File: src/tte_params.svh
// Constants and contract list for the tie-off and event block
// Contract
// - Report coherent-walk tie-off in identification register
// - Coherent-walk tie-off never alters access generation
// - Test bypass high bypasses clock gates
// - Override lets Non-secure access integration registers
// - Barrier disable stops own barriers, still forwards
// - Normalize flag resets to its tie-off value (code clears it at reset, loads the tie-off in the first cycle after)
// - Every-clock event and every-64th-clock event
// - One write event per write transaction
// - One read event per read transaction
// - Write allocation event per write TLB allocation
// - Read allocation event per read TLB allocation
// - Secure events counted only with debug enable
`ifndef TTE_PARAMS_SVH
`define TTE_PARAMS_SVH
`define TTE_ADDR_W        4
`define TTE_OFF_IDR0      4'h0
`define TTE_OFF_AUX       4'h4
`define TTE_OFF_INTEG     4'h8
`define TTE_IDR0_CTTW_BIT 14
`define TTE_AUX_NORM_BIT  0
`define TTE_CLK64_DIV     64
`define TTE_CLK64_W       6
`endif

File: src/tte_pkg.sv
// Types for the tie-off and event block
package tte_pkg;
    typedef logic [31:0] tte_word_t;
endpackage

File: src/tte_top.sv
// Tie-off handling and performance event outputs of one translation buffer unit
//
// Decided for this implementation: the address map and the address-and-strobe port.
`timescale 1ns/100ps
`include "tte_params.svh"
`default_nettype none
module tte_top
    import tte_pkg::*;
(
    input  wire logic                    ref_clk_i,
    input  wire logic                    rstn_i,
    input  wire logic                    cfg_coherent_walk_i,
    input  wire logic                    test_gate_bypass_i,
    input  wire logic                    integ_sec_override_i,
    input  wire logic                    barrier_disable_i,
    input  wire logic                    scan_hold_i,
    input  wire logic                    cfg_normalize_i,
    input  wire logic                    secure_debug_en_i,
    input  wire logic                    rd_txn_i,
    input  wire logic                    wr_txn_i,
    input  wire logic                    rd_alloc_i,
    input  wire logic                    wr_alloc_i,
    input  wire logic                    txn_secure_i,
    input  wire logic                    own_barrier_req_i,
    input  wire logic                    up_barrier_i,
    input  wire logic [`TTE_ADDR_W-1:0]  reg_addr_i,
    input  wire logic [31:0]             reg_wdata_i,
    input  wire logic                    reg_wr_i,
    input  wire logic                    reg_rd_i,
    input  wire logic                    reg_nonsecure_i,
    output logic [31:0]                  reg_rdata_o,
    output logic                         clk_gate_bypass_o,
    output logic                         barrier_o,
    output logic                         scan_hold_o,
    output logic                         aux_normalize_flag_o,
    output logic                         event_clk_o,
    output logic                         every_64_clock_event_o,
    output logic                         event_wr_access_o,
    output logic                         event_rd_access_o,
    output logic                         event_wr_alloc_o,
    output logic                         event_rd_alloc_o
);
    logic [`TTE_CLK64_W-1:0] div_reg;
    logic                    started_reg;
    logic                    norm_reg;
    tte_word_t               integ_reg;
    tte_word_t               rdata_next;
    tte_word_t               idr0_word;
    wire logic               cnt_ok;
    wire logic               integ_ok;
    wire logic               wr_aux;
    wire logic               wr_integ;
    wire logic               tick64;

    assign cnt_ok   = secure_debug_en_i | ~txn_secure_i;
    assign integ_ok = ~reg_nonsecure_i | integ_sec_override_i;
    assign wr_aux   = reg_wr_i & (reg_addr_i == `TTE_OFF_AUX);
    assign wr_integ = reg_wr_i & (reg_addr_i == `TTE_OFF_INTEG) & integ_ok;
    assign tick64   = started_reg & (div_reg == '0);

    always_comb begin
        idr0_word = '0;
        idr0_word[`TTE_IDR0_CTTW_BIT] = cfg_coherent_walk_i;
    end

    // Unmapped or refused reads return zero
    always_comb begin
        rdata_next = '0;
        case (reg_addr_i)
            `TTE_OFF_IDR0: rdata_next = idr0_word;
            `TTE_OFF_AUX: rdata_next[`TTE_AUX_NORM_BIT] = norm_reg;
            `TTE_OFF_INTEG: rdata_next = integ_ok ? integ_reg : '0;
            default: rdata_next = '0;
        endcase
    end

    // normalize flag cleared at reset, loaded from tie-off in the first cycle after reset
    always_ff @(posedge ref_clk_i) begin
        if (!rstn_i) begin
            norm_reg <= 1'b0;
            started_reg <= 1'b0;
        end else begin
            started_reg <= 1'b1;
            if (!started_reg)
                norm_reg <= cfg_normalize_i;
            else if (wr_aux)
                norm_reg <= reg_wdata_i[`TTE_AUX_NORM_BIT];
        end
    end

    always_ff @(posedge ref_clk_i) begin
        if (!rstn_i) begin
            integ_reg <= '0;
            reg_rdata_o <= '0;
            div_reg <= '0;
        end else begin
            if (wr_integ)
                integ_reg <= reg_wdata_i;
            reg_rdata_o <= reg_rd_i ? rdata_next : '0;
            if (started_reg)
                div_reg <= div_reg + 1'b1;
        end
    end

    always_ff @(posedge ref_clk_i) begin
        if (!rstn_i) begin
            event_clk_o <= 1'b0;
            every_64_clock_event_o <= 1'b0;
            event_wr_access_o <= 1'b0;
            event_rd_access_o <= 1'b0;
            event_wr_alloc_o <= 1'b0;
            event_rd_alloc_o <= 1'b0;
            clk_gate_bypass_o <= 1'b0;
            barrier_o <= 1'b0;
            scan_hold_o <= 1'b0;
            aux_normalize_flag_o <= 1'b0;
        end else begin
            event_clk_o <= 1'b1;
            every_64_clock_event_o <= tick64;
            event_wr_access_o <= wr_txn_i & cnt_ok;
            event_rd_access_o <= rd_txn_i & cnt_ok;
            event_wr_alloc_o <= wr_alloc_i & wr_txn_i & cnt_ok;
            event_rd_alloc_o <= rd_alloc_i & rd_txn_i & cnt_ok;
            clk_gate_bypass_o <= test_gate_bypass_i;
            barrier_o <= up_barrier_i | (own_barrier_req_i & ~barrier_disable_i);
            scan_hold_o <= scan_hold_i;
            aux_normalize_flag_o <= norm_reg;
        end
    end

    // coherent walk input reaches only the identification word

    a_rd_event_one: assert property (@(posedge ref_clk_i) disable iff (!rstn_i)
        rd_txn_i & cnt_ok |=> event_rd_access_o) else $error("read event missing");
    a_wr_event_one: assert property (@(posedge ref_clk_i) disable iff (!rstn_i)
        wr_txn_i & cnt_ok |=> event_wr_access_o) else $error("write event missing");
    a_secure_blocked: assert property (@(posedge ref_clk_i) disable iff (!rstn_i)
        txn_secure_i & !secure_debug_en_i |=> !event_rd_access_o && !event_wr_access_o)
        else $error("secure event counted");
    a_wr_alloc_evt: assert property (@(posedge ref_clk_i) disable iff (!rstn_i)
        event_wr_alloc_o |-> $past(wr_alloc_i) && event_wr_access_o)
        else $error("bad write alloc event");
    a_rd_alloc_evt: assert property (@(posedge ref_clk_i) disable iff (!rstn_i)
        event_rd_alloc_o |-> $past(rd_alloc_i) && event_rd_access_o)
        else $error("bad read alloc event");
    a_clk64_period: assert property (@(posedge ref_clk_i) disable iff (!rstn_i)
        every_64_clock_event_o |=> !every_64_clock_event_o [*8])
        else $error("clk64 too often");
    a_clk64_seen: assert property (@(posedge ref_clk_i) disable iff (!rstn_i)
        every_64_clock_event_o |-> ##64 every_64_clock_event_o)
        else $error("clk64 period wrong");
    a_barrier_block: assert property (@(posedge ref_clk_i) disable iff (!rstn_i)
        barrier_disable_i & !up_barrier_i |=> !barrier_o)
        else $error("own barrier while disabled");
    a_idr_cttw: assert property (@(posedge ref_clk_i) disable iff (!rstn_i)
        reg_rd_i && reg_addr_i == `TTE_OFF_IDR0 |=>
        reg_rdata_o[`TTE_IDR0_CTTW_BIT] == $past(cfg_coherent_walk_i))
        else $error("cttw not reported");
    a_integ_refuse: assert property (@(posedge ref_clk_i) disable iff (!rstn_i)
        reg_rd_i && reg_addr_i == `TTE_OFF_INTEG && reg_nonsecure_i && !integ_sec_override_i
        |=> reg_rdata_o == '0) else $error("integ read leaked");
    a_bypass_follow: assert property (@(posedge ref_clk_i) disable iff (!rstn_i)
        ##1 clk_gate_bypass_o == $past(test_gate_bypass_i))
        else $error("bypass mismatch");
    a_norm_reset: assert property (@(posedge ref_clk_i) disable iff (!rstn_i)
        $rose(started_reg) |-> norm_reg == $past(cfg_normalize_i))
        else $error("normalize not loaded");

    a_clk_evt_on: assert property (@(posedge ref_clk_i) disable iff (!rstn_i)
        1'b1
        |=> event_clk_o)
        else $error("clock event missing");

    a_clk64_tick: assert property (@(posedge ref_clk_i) disable iff (!rstn_i)
        tick64
        |=> every_64_clock_event_o)
        else $error("clk64 tick lost");

    a_clk64_only: assert property (@(posedge ref_clk_i) disable iff (!rstn_i)
        every_64_clock_event_o
        |-> $past(tick64))
        else $error("clk64 without tick");

    a_div_step: assert property (@(posedge ref_clk_i) disable iff (!rstn_i)
        started_reg
        |=> div_reg == $past(div_reg) + 1'b1)
        else $error("divider skipped");

    a_rd_no_spur: assert property (@(posedge ref_clk_i) disable iff (!rstn_i)
        event_rd_access_o
        |-> $past(rd_txn_i))
        else $error("read event without read");

    a_wr_no_spur: assert property (@(posedge ref_clk_i) disable iff (!rstn_i)
        event_wr_access_o
        |-> $past(wr_txn_i))
        else $error("write event without write");

    a_rd_pulse_end: assert property (@(posedge ref_clk_i) disable iff (!rstn_i)
        !rd_txn_i
        |=> !event_rd_access_o)
        else $error("read event stretched");

    a_wr_pulse_end: assert property (@(posedge ref_clk_i) disable iff (!rstn_i)
        !wr_txn_i
        |=> !event_wr_access_o)
        else $error("write event stretched");

    a_wral_need: assert property (@(posedge ref_clk_i) disable iff (!rstn_i)
        wr_alloc_i & wr_txn_i & cnt_ok
        |=> event_wr_alloc_o)
        else $error("write alloc event missing");

    a_rdal_need: assert property (@(posedge ref_clk_i) disable iff (!rstn_i)
        rd_alloc_i & rd_txn_i & cnt_ok
        |=> event_rd_alloc_o)
        else $error("read alloc event missing");

    a_wral_end: assert property (@(posedge ref_clk_i) disable iff (!rstn_i)
        !wr_alloc_i
        |=> !event_wr_alloc_o)
        else $error("write alloc stretched");

    a_rdal_end: assert property (@(posedge ref_clk_i) disable iff (!rstn_i)
        !rd_alloc_i
        |=> !event_rd_alloc_o)
        else $error("read alloc stretched");

    a_secure_alloc: assert property (@(posedge ref_clk_i) disable iff (!rstn_i)
        txn_secure_i & !secure_debug_en_i
        |=> !event_wr_alloc_o && !event_rd_alloc_o)
        else $error("secure alloc counted");

    a_sec_wr_count: assert property (@(posedge ref_clk_i) disable iff (!rstn_i)
        txn_secure_i & secure_debug_en_i & wr_txn_i
        |=> event_wr_access_o)
        else $error("allowed secure write lost");

    a_sec_rd_count: assert property (@(posedge ref_clk_i) disable iff (!rstn_i)
        txn_secure_i & secure_debug_en_i & rd_txn_i
        |=> event_rd_access_o)
        else $error("allowed secure read lost");

    a_barrier_fwd: assert property (@(posedge ref_clk_i) disable iff (!rstn_i)
        up_barrier_i
        |=> barrier_o)
        else $error("barrier not forwarded");

    a_barrier_own: assert property (@(posedge ref_clk_i) disable iff (!rstn_i)
        own_barrier_req_i & !barrier_disable_i
        |=> barrier_o)
        else $error("own barrier missing");

    a_barrier_idle: assert property (@(posedge ref_clk_i) disable iff (!rstn_i)
        !up_barrier_i & !own_barrier_req_i
        |=> !barrier_o)
        else $error("barrier from nowhere");

    a_scan_follow: assert property (@(posedge ref_clk_i) disable iff (!rstn_i)
        1'b1
        |=> scan_hold_o == $past(scan_hold_i))
        else $error("scan hold mismatch");

    a_idr_other: assert property (@(posedge ref_clk_i) disable iff (!rstn_i)
        reg_rd_i && reg_addr_i == `TTE_OFF_IDR0
        |=> reg_rdata_o[31:15] == '0 && reg_rdata_o[13:0] == '0)
        else $error("coherent walk leaked");

    // read data only after a read
    a_rd_idle_zero: assert property (@(posedge ref_clk_i) disable iff (!rstn_i)
        !reg_rd_i
        |=> reg_rdata_o == '0)
        else $error("read data without read");

    a_integ_wr_no: assert property (@(posedge ref_clk_i) disable iff (!rstn_i)
        reg_wr_i && reg_addr_i == `TTE_OFF_INTEG && reg_nonsecure_i && !integ_sec_override_i
        |=> integ_reg == $past(integ_reg))
        else $error("refused write landed");

    a_integ_wr_ok: assert property (@(posedge ref_clk_i) disable iff (!rstn_i)
        reg_wr_i && reg_addr_i == `TTE_OFF_INTEG && integ_ok
        |=> integ_reg == $past(reg_wdata_i))
        else $error("integ write lost");

    a_integ_rd_ok: assert property (@(posedge ref_clk_i) disable iff (!rstn_i)
        reg_rd_i && reg_addr_i == `TTE_OFF_INTEG && integ_ok
        |=> reg_rdata_o == $past(integ_reg))
        else $error("integ read wrong");

    a_aux_read: assert property (@(posedge ref_clk_i) disable iff (!rstn_i)
        reg_rd_i && reg_addr_i == `TTE_OFF_AUX
        |=> reg_rdata_o[0] == $past(norm_reg) && reg_rdata_o[31:1] == '0)
        else $error("aux read wrong");

    a_aux_write: assert property (@(posedge ref_clk_i) disable iff (!rstn_i)
        started_reg && wr_aux
        |=> norm_reg == $past(reg_wdata_i[0]))
        else $error("aux write lost");

    a_norm_hold: assert property (@(posedge ref_clk_i) disable iff (!rstn_i)
        started_reg && !wr_aux
        |=> $stable(norm_reg))
        else $error("normalize flag drifted");

    a_norm_out: assert property (@(posedge ref_clk_i) disable iff (!rstn_i)
        1'b1
        |=> aux_normalize_flag_o == $past(norm_reg))
        else $error("normalize output mismatch");

    c_rd_alloc: cover property (@(posedge ref_clk_i) disable iff (!rstn_i) event_rd_alloc_o);
    c_wr_alloc: cover property (@(posedge ref_clk_i) disable iff (!rstn_i) event_wr_alloc_o);
    c_clk64: cover property (@(posedge ref_clk_i) disable iff (!rstn_i) every_64_clock_event_o);
    c_integ_ns: cover property (@(posedge ref_clk_i) disable iff (!rstn_i)
        wr_integ && reg_nonsecure_i);
endmodule
`default_nettype wire
File: config.mk
export PLATFORM = sky130hd
export DESIGN_NAME = tte_top
export DESIGN_NICKNAME = d
export VERILOG_FILES = /design/src/tte_pkg.sv /design/src/tte_top.sv
export VERILOG_INCLUDE_DIRS = /design/src /design/src/src
export SDC_FILE = /design/constraint.sdc
export NUM_CORES = 1
export LEC_CHECK = 0
export BUFFER_PORTS_ARGS = -buffer_cell sky130_fd_sc_hd__buf_4
export CORE_MARGIN = 2
export CORE_UTILIZATION = 32
export DETAILED_ROUTE_END_ITERATION = 8
export GPL_TIMING_DRIVEN = 0
export PLACE_DENSITY = 0.54
export SLEW_MARGIN = 40
export SYNTH_ARGS = -nofsm -noshare
export SYNTH_HDL_FRONTEND = slang
export SYNTH_SLANG_ARGS = --single-unit
File: constraint.sdc
create_clock -name ref_clk_i -period 1.2 [get_ports ref_clk_i]
set_clock_uncertainty 0.05 [all_clocks]
set_input_delay 0.12 -clock ref_clk_i [delete_from_list [all_inputs] [get_ports ref_clk_i]]
set_output_delay 0.12 -clock ref_clk_i [all_outputs]
set_load 0.01 [all_outputs]
# == Word-level counts from Yosys, hierarchy flattened ==
# Index checks and enable logic that the tools add are counted.
# word_totals
register_bits,81
in_bits,55
output_inout_bits,42
wordCells,44
# op_classes
add_sub_neg,1
n_eq_ne,3
mux,6
bitwise_logic,17
reduce_logical,3
# ops
operator,count
one-hot mux 31 bit (2 select lines),1
2-to-1 mux 32 bit,1
bitwise AND 1 bit,11
adder 6 x 1 -> 6 bit (second input constant),1
logical NOT 6 bit,1
equality test 4 x 3 -> 1 bit (second input constant),1
equality test 4 bit (second input constant),1
logical NOT 4 bit,1
2-to-1 mux 1 bit,3
inverter 1 bit,3
bitwise OR 1 bit,3
!= test 2 x 1 -> 1 bit (second input constant),1
one-hot mux 1 bit (2 select lines),1
AND reduction 2 bit,1

# == Depth between registers and ports, before layout ==
# Gate-level depths: netlist of run 1.
# depth
word_depth,4
depth_mapped,5
mapped_depth_nobuf,4

# == Worst setup path after synthesis of run 1 ==
# Ideal clock, no wire load.
# synth_path
kind,register -> register
start,reg event_clk_o (netlist name)
end,reg div_reg[5]
setup_ps,76
arrival_ps,1166
required_ps,1074
path_slack_ps,-91
stages_incl_launch_ff,5
n_path_buf,1
synth_period_minus_slack_ps,1291
path_cell_list,dfxtp_1 > buf_2 > nand4_1 > or3_1 > a21boi_0
# synth_lines
item,line,text
to (signal assigned),tte_top.sv:101,div_reg <= div_reg + 1'b1;
to (decl),tte_top.sv:43,logic [`TTE_CLK64_W-1:0] div_reg;

==> impl_metrics.py, run 1 <==
metrics = {
    "clock_tree": {
        "clk_latency_ps": 340,
        "cts_inserted_buffers": 9,
        "clkTransAtPathRegs_ps": 80,
        "cts-root-buf": "clkbuf_8",
        "htreeDepth": 3,
        "cts_tree": "built",
        "cts_buffer_depth": 2,
        "cts.sinks": 81,
        "post-cts-setup-buffers": 0,
    },
    "worst_setup_path": {
        "path_max_fanout": 8,
        "start_kind": "flip-flop",
        "timing.rr.start": "event_clk_o",
        "critPathArrivalTime_ps": 1400,
        "critical_path_required_ps": 1420,
        "crit_chain": "buf_6 > nand4_1 > or3_1 > a21boi_1",
        "path_buf_inv": 1,
        "cp_slowest_stage_delay_ps": 340,
        "cp-startpoint": "event_clk_o",
        "crit_type": "reg -> reg",
        "end_kind": "flip-flop",
        "cpLargestDelayFamily": "simple AND/OR/NAND/NOR gates",
        "cp_slowest_cell": "dfxtp_2",
    },
    "logic_synthesis": {
        "syn_inst": 277,
        "synth_fa_ha_area_frac": 0.00887,
        "synth_most_common_cell": "dfxtp_1",
        "async_reset_ff_frac": 0,
        "synthMuxAreaShare": 0.117,
        "synth_seq_cells": 81,
        "yosys-top-cells-area": "dfxtp_1 (57%), mux2i_1 (12%), nand2_1 (9.2%)",
        "synth_top_family_by_area": "simple AND/OR/NAND/NOR gates",
        "syn_avg_cell_area_um2": 10.2,
        "synth_xor_area_frac": 0.0124,
        "syn_nets": 334,
        "synth-warning-count": 0,
        "synth_area_um2": 2820,
        "synth-seq-area-share": 0.575,
        "yosys.area.top_type": "dfxtp_1",
        "synth_top_area_share": 0.575,
        "synth-compound-area-share": 0.0217,
        "synth.distinct_cells": 33,
        "synth_edf_count": 0,
        "synth-simple-area-share": 0.231,
        "synth_commonest_cells": "dfxtp_1 (81), nand2_1 (69), and2_1 (34), mux2i_1 (33), clkbuf_1 (6)",
        "ys.flop_type": "dfxtp_1",
    },
    "global_route": {
        "use_met2": 0.227,
        "grt_max_degree": 14,
        "grt_pass1_wl_mm": 10.8,
        "met3_usage": 0.0336,
        "grt_usage": 0.140,
        "antenna_found_initial": 0,
        "first_global_vias": 2233,
        "gr-total-overflow": 0,
        "grt-busiest-layer": "met2",
        "use_met1": 0.181,
    },
    "power": {
        "total_power_mw": 5.19,
        "power_switching_mw": 1.16,
        "p_int_mw": 4.03,
        "pwr-share-clk": 0.381,
        "comb_power_share": 0.090,
        "p_per_area_nw_per_um2": 1210,
        "peakVddDrop_v": 0.000573,
        "power_frac_seq": 0.529,
        "switching_share": 0.223,
        "p_leak_nw": 1.86,
    },
    "place": {
        "io_buffers": 96,
        "gp_congestion": 0.701,
        "dp_hpwl_mm": 4.27,
    },
    "floorplan": {
        "pin_count": 97,
        "dieArea_um2": 9580,
        "core_um2": 8640,
        "die_x_um": 97.9,
        "initial_utilization": 0.327,
        "row_count": 34,
        "fp.dieH_um": 97.9,
    },
    "sta": {
        "drv_slew": 0,
        "period_share": 0.979,
        "hold_viol_final": 0,
        "setup_viol": 0,
        "slew_headroom": 0.606,
        "clock.fmax_mhz": 851,
        "tightest_slew_ps": 590,
        "whs_ps": 26.1,
        "rsz0062_at_grt": "yes",
        "timing.final.crit_period_ps": 1180,
    },
    "layout": {
        "nets": 481,
        "fill_cells": 831,
        "layout-area-overhead-vs-synth_pct": 52.3,
        "num_antenna_cells": 0,
        "register_area_um2": 1630,
        "multi_input_area_um2": 1100,
        "drive_above_1_share": 0.315,
    },
    "worst_hold_path": {
        "min_path_type": "in -> reg",
        "min_from": "reg_addr_i[3]",
    },
    "run_status": {
        "status": "finished, final reports clean",
    },
    "detailed_routing": {
        "ant_nets": 0,
        "detailedRoute.firstIterationViolations": 37,
        "wire_per_inst_um": 11.9,
        "drtPass1Iterations": 4,
        "vias": 2250,
        "vias_per_cell": 4.19,
        "drc": 0,
        "wirelength_mm": 6.41,
    },
    "flow_run": {
        "drv_cap": 0,
    },
}
==> power groups by stage <==
stage	Clock [mW]	Sequential, mW	Combinational [mW]
3_3_place_gp	0	2.81	0.360
2_1_floorplan	0	2.81	0.140
4_1_cts	2.05	2.75	0.470
5_1_grt	2.17	2.75	0.512
6_report	1.98	2.75	0.465
3_5_place_dp	0	2.81	0.362
==> layout by cell type, fill, tap and decap left out, types with 2 or more instances in the layout <==
master,count
clkbuf_1,4
clkinvlp_4,2
ha_1,2
dlygate4sd3_1,41
o21ai_0,2
nor2b_1,2
clkbuf_8,10
and2_1,34
mux2i_1,33
nand3_1,3
xnor2_1,3
dfxtp_2,3
and2_2,5
nand2_1,69
dfxtp_1,78
inv_1,4
buf_2,5
nand4_1,3
nor4b_1,2
clkinv_2,2
buf_4,100
clkbuf_2,3
and3_1,2
==> kinds of logic (layout without fill, tap and decap cells) <==
logic type               after synthesis  in the layout
adder cells (fa/ha/maj)                2              2
AND/OR/NAND/NOR                      127            127
XOR/XNOR                               4              4
multiplexers                          33             33
buffers and inverters                 21            173
AO/OA/AOI/OAI                          9              9
flip-flops                            81             81
==> stage by stage <==
| step | instances | utilization | setup WS, ps | cell area [µm²] | TNS, ps |
|---|---|---|---|---|---|
| after global routing | 537 | 0.498 | -69.3 | 4300 | -107 |
| after floorplan | 277 | - | -15.0 | 2830 | -75.3 |
| final | 537 | 0.498 | 24.6 | 4300 | 0 |
| after global placement | 481 | 0.427 | -363 | 3680 | -19840 |
| after detailed placement | 481 | 0.427 | -390 | 3680 | -20850 |
| after CTS | 538 | 0.497 | -1.98 | 4290 | -1.98 |
==> worst paths after layout <==
check	endpoint	slack (ps)	cells after the start
max	div_reg[5]	20	4
min	reg_rdata_o[14]	30	3
min reg2reg	integ_reg[19]	400	2
max reg2reg	div_reg[5]	20	4
==> layout make-up <==
| type | count | area share |
|---|---|---|
| Timing Repair Buffer | 137 | 0.263 |
| Inverter | 4 | 0.00349 |
| Clock buffer | 11 | 0.0329 |
| Multi-Input combinational cell | 175 | 0.256 |
| Clock inverter | 5 | 0.0128 |
| Buffer | 16 | 0.0215 |
| Sequential cell | 81 | 0.378 |
| Tap cell | 108 | 0.0314 |
==> routing by layer <==
layer  routed length [µm]  part of all wire
met5                    0                 0
met4                   87             0.014
met3                  308             0.048
met2                 2910              0.45
met1                 3110              0.49
==> repair_timing <==
item,CTS,global route
hold endpoints to repair,41,0
hold buffers,41,0
endpoints found under the setup margin,7,63
pin swaps,2,0
gates resized for setup,2,12
==> worst min-delay path, stage by stage <==
cell,delay [ps]
buf_4,130
nand3_1,70
a211oi_1,50
Power figures use the tool's default switching activity.
==> inputs of run 2 (changes only) <==
--- a/config.mk
+++ b/config.mk
@@ -7,11 +7,11 @@
 export NUM_CORES = 1
 export LEC_CHECK = 0
 export BUFFER_PORTS_ARGS = -buffer_cell sky130_fd_sc_hd__buf_4
-export CORE_MARGIN = 2
 export CORE_UTILIZATION = 32
 export DETAILED_ROUTE_END_ITERATION = 8
 export GPL_TIMING_DRIVEN = 0
-export PLACE_DENSITY = 0.54
+export MAX_ROUTING_LAYER = met4
+export PLACE_DENSITY_LB_ADDON = 0.25
 export SLEW_MARGIN = 40
 export SYNTH_ARGS = -nofsm -noshare
 export SYNTH_HDL_FRONTEND = slang
==> run 2 against run 1 <==
Count of clock-buffer cells in the layout shrank 1. Global-route usage grew 0.77 points. Combinational power is essentially flat. First-iteration DRC count grew 30%.
==> impl_metrics.py, run 2 (synthesized netlist as in run 1, its figures left out) <==
metrics = {
    "detailed_routing": {
        "ant_nets": 0,
        "vias_per_cell": 4.29,
        "vias": 2297,
        "wire_per_inst_um": 11.8,
        "wirelength_mm": 6.32,
        "drc": 0,
        "drtPass1Iterations": 4,
        "detailedRoute.firstIterationViolations": 48,
    },
    "global_route": {
        "grt_pass1_wl_mm": 9.85,
        "grt_usage": 0.148,
        "antenna_found_initial": 0,
        "gr-total-overflow": 0,
        "grt_max_degree": 14,
        "first_global_vias": 2165,
    },
    "layout": {
        "num_antenna_cells": 0,
        "drive_above_1_share": 0.318,
        "layout_commonest_cell": "buf_4",
        "fill_cells": 760,
        "nets": 484,
        "layout_common_cells": "buf_4 (102), dfxtp_1 (80), nand2_1 (69)",
        "layout-area-overhead-vs-synth_pct": 53.4,
    },
    "sta": {
        "drv_slew": 0,
        "clock.fmax_mhz": 870,
        "hold_viol_final": 0,
        "layout_setup_ws_ps": 50.4,
        "setup_viol": 0,
        "setup_tns_ps": 0,
        "timing.final.crit_period_ps": 1150,
        "tightest_slew_ps": 508,
        "period_share": 0.958,
        "slew_headroom": 0.656,
    },
    "place": {
        "gp_congestion": 0.700,
        "dp_hpwl_mm": 4.25,
        "io_buffers": 96,
        "dp_slack_ps": -440,
    },
    "clock_tree": {
        "clkTransAtPathRegs_ps": 70,
        "htreeDepth": 3,
        "cts.sinks": 81,
        "cts-root-buf": "clkbuf_8",
        "cts_tree": "built",
        "cts_inserted_buffers": 9,
        "clk_latency_ps": 340,
        "cts_buffer_depth": 2,
    },
    "floorplan": {
        "dieArea_um2": 9200,
        "fp.dieH_um": 95.9,
        "core_um2": 8380,
        "row_count": 33,
        "die_x_um": 95.9,
        "pin_count": 97,
        "initial_utilization": 0.337,
    },
    "flow_run": {
        "drv_cap": 0,
    },
    "run_status": {
        "status": "finished, final reports clean",
    },
    "worst_setup_path": {
        "end_kind": "flip-flop",
        "start_kind": "input pin",
        "rr_worst_depth": 5,
        "critical_path_required_ps": 1440,
        "crit_type": "in -> reg",
        "path_max_fanout": 10,
        "critPathArrivalTime_ps": 1390,
    },
    "power": {
        "peakVddDrop_v": 0.000706,
        "p_per_area_nw_per_um2": 1240,
        "p_leak_nw": 1.88,
    },
    "worst_hold_path": {
        "min_path_type": "in -> reg",
        "hold_path_depth": 3,
    },
}
-- run 2: cell types whose count changed in the layout (fill, tap and decap cells not counted), sizes merged --
cell,before,now
clkinv,2,1
dlygate4sd3,41,40
bufinv,1,2
buf,106,108
clkbuf,17,18
-- run 2: worst paths after layout --
kind              startpoint  slack, ps             end
max            reg_addr_i[1]         50  reg_rdata_o[1]
min          reg_wdata_i[23]         20   integ_reg[23]
max reg2reg      event_clk_o         60      div_reg[5]
min reg2reg    integ_reg[25]        400   integ_reg[25]
-- run 2: metal layers --
layer	part of all wire	vias up	wire [µm]	global-route usage
met2	0.49	60	3100	0.249
met1	0.45	1042	2820	0.165
met5	0	-	0	-
met4	0.012	0	74	0.0448
li1	-	1186	-	-
met3	0.051	9	321	0.0498
-- run 2: layout make-up --
type	count	area [µm²]	area share
inverter	4	15.0	0.00347
timing repair buffer	139	1140	0.264
sequential	81	1620	0.375
clock inverter	5	80.1	0.0185
buffer	17	95.1	0.0220
multi-input combinational	175	1100	0.255
clock buffer	10	138	0.0318
tap	105	131	0.0304
-- run 2: stage by stage --
| stage | power (mW) | instances | instance area (µm²) | hold slack (ps) | util |
|---|---|---|---|---|---|
| 2_1_floorplan | 2.95 | 277 | 2830 | 97.7 | - |
| 3_3_place_gp | 3.16 | 478 | 3680 | 183 | 0.439 |
| 3_5_place_dp | 3.17 | 478 | 3680 | 187 | 0.439 |
| 4_1_cts | 5.44 | 535 | 4320 | 4.11 | 0.515 |
| 5_1_grt | 5.62 | 536 | 4330 | 19.4 | 0.516 |
| 6_report | 5.37 | 536 | 4330 | 15.8 | 0.516 |
-- run 2: critical path, stage by stage --
cell	delay, ps
buf_4	120
or3_4	400
nor4b_4	300
clkbuf_2	280
and2_2	170
-- run 2: repair_timing --
action	CTS	global route
hold buffers	40	0
pin swaps	2	0
setup buffers	2	1
endpoints found under the setup margin	29	6
gates resized for setup	6	1
hold endpoints to repair	40	0
-- run 2: power breakdown --
group / switching (mW) / internal [mW] / leakage (nW)
Combinational: 0.175 / 0.292 / 1.12
Clock: 0.942 / 1.21 / 0.104
Sequential: 0.0198 / 2.73 / 0.656
Total: 1.14 / 4.23 / 1.88
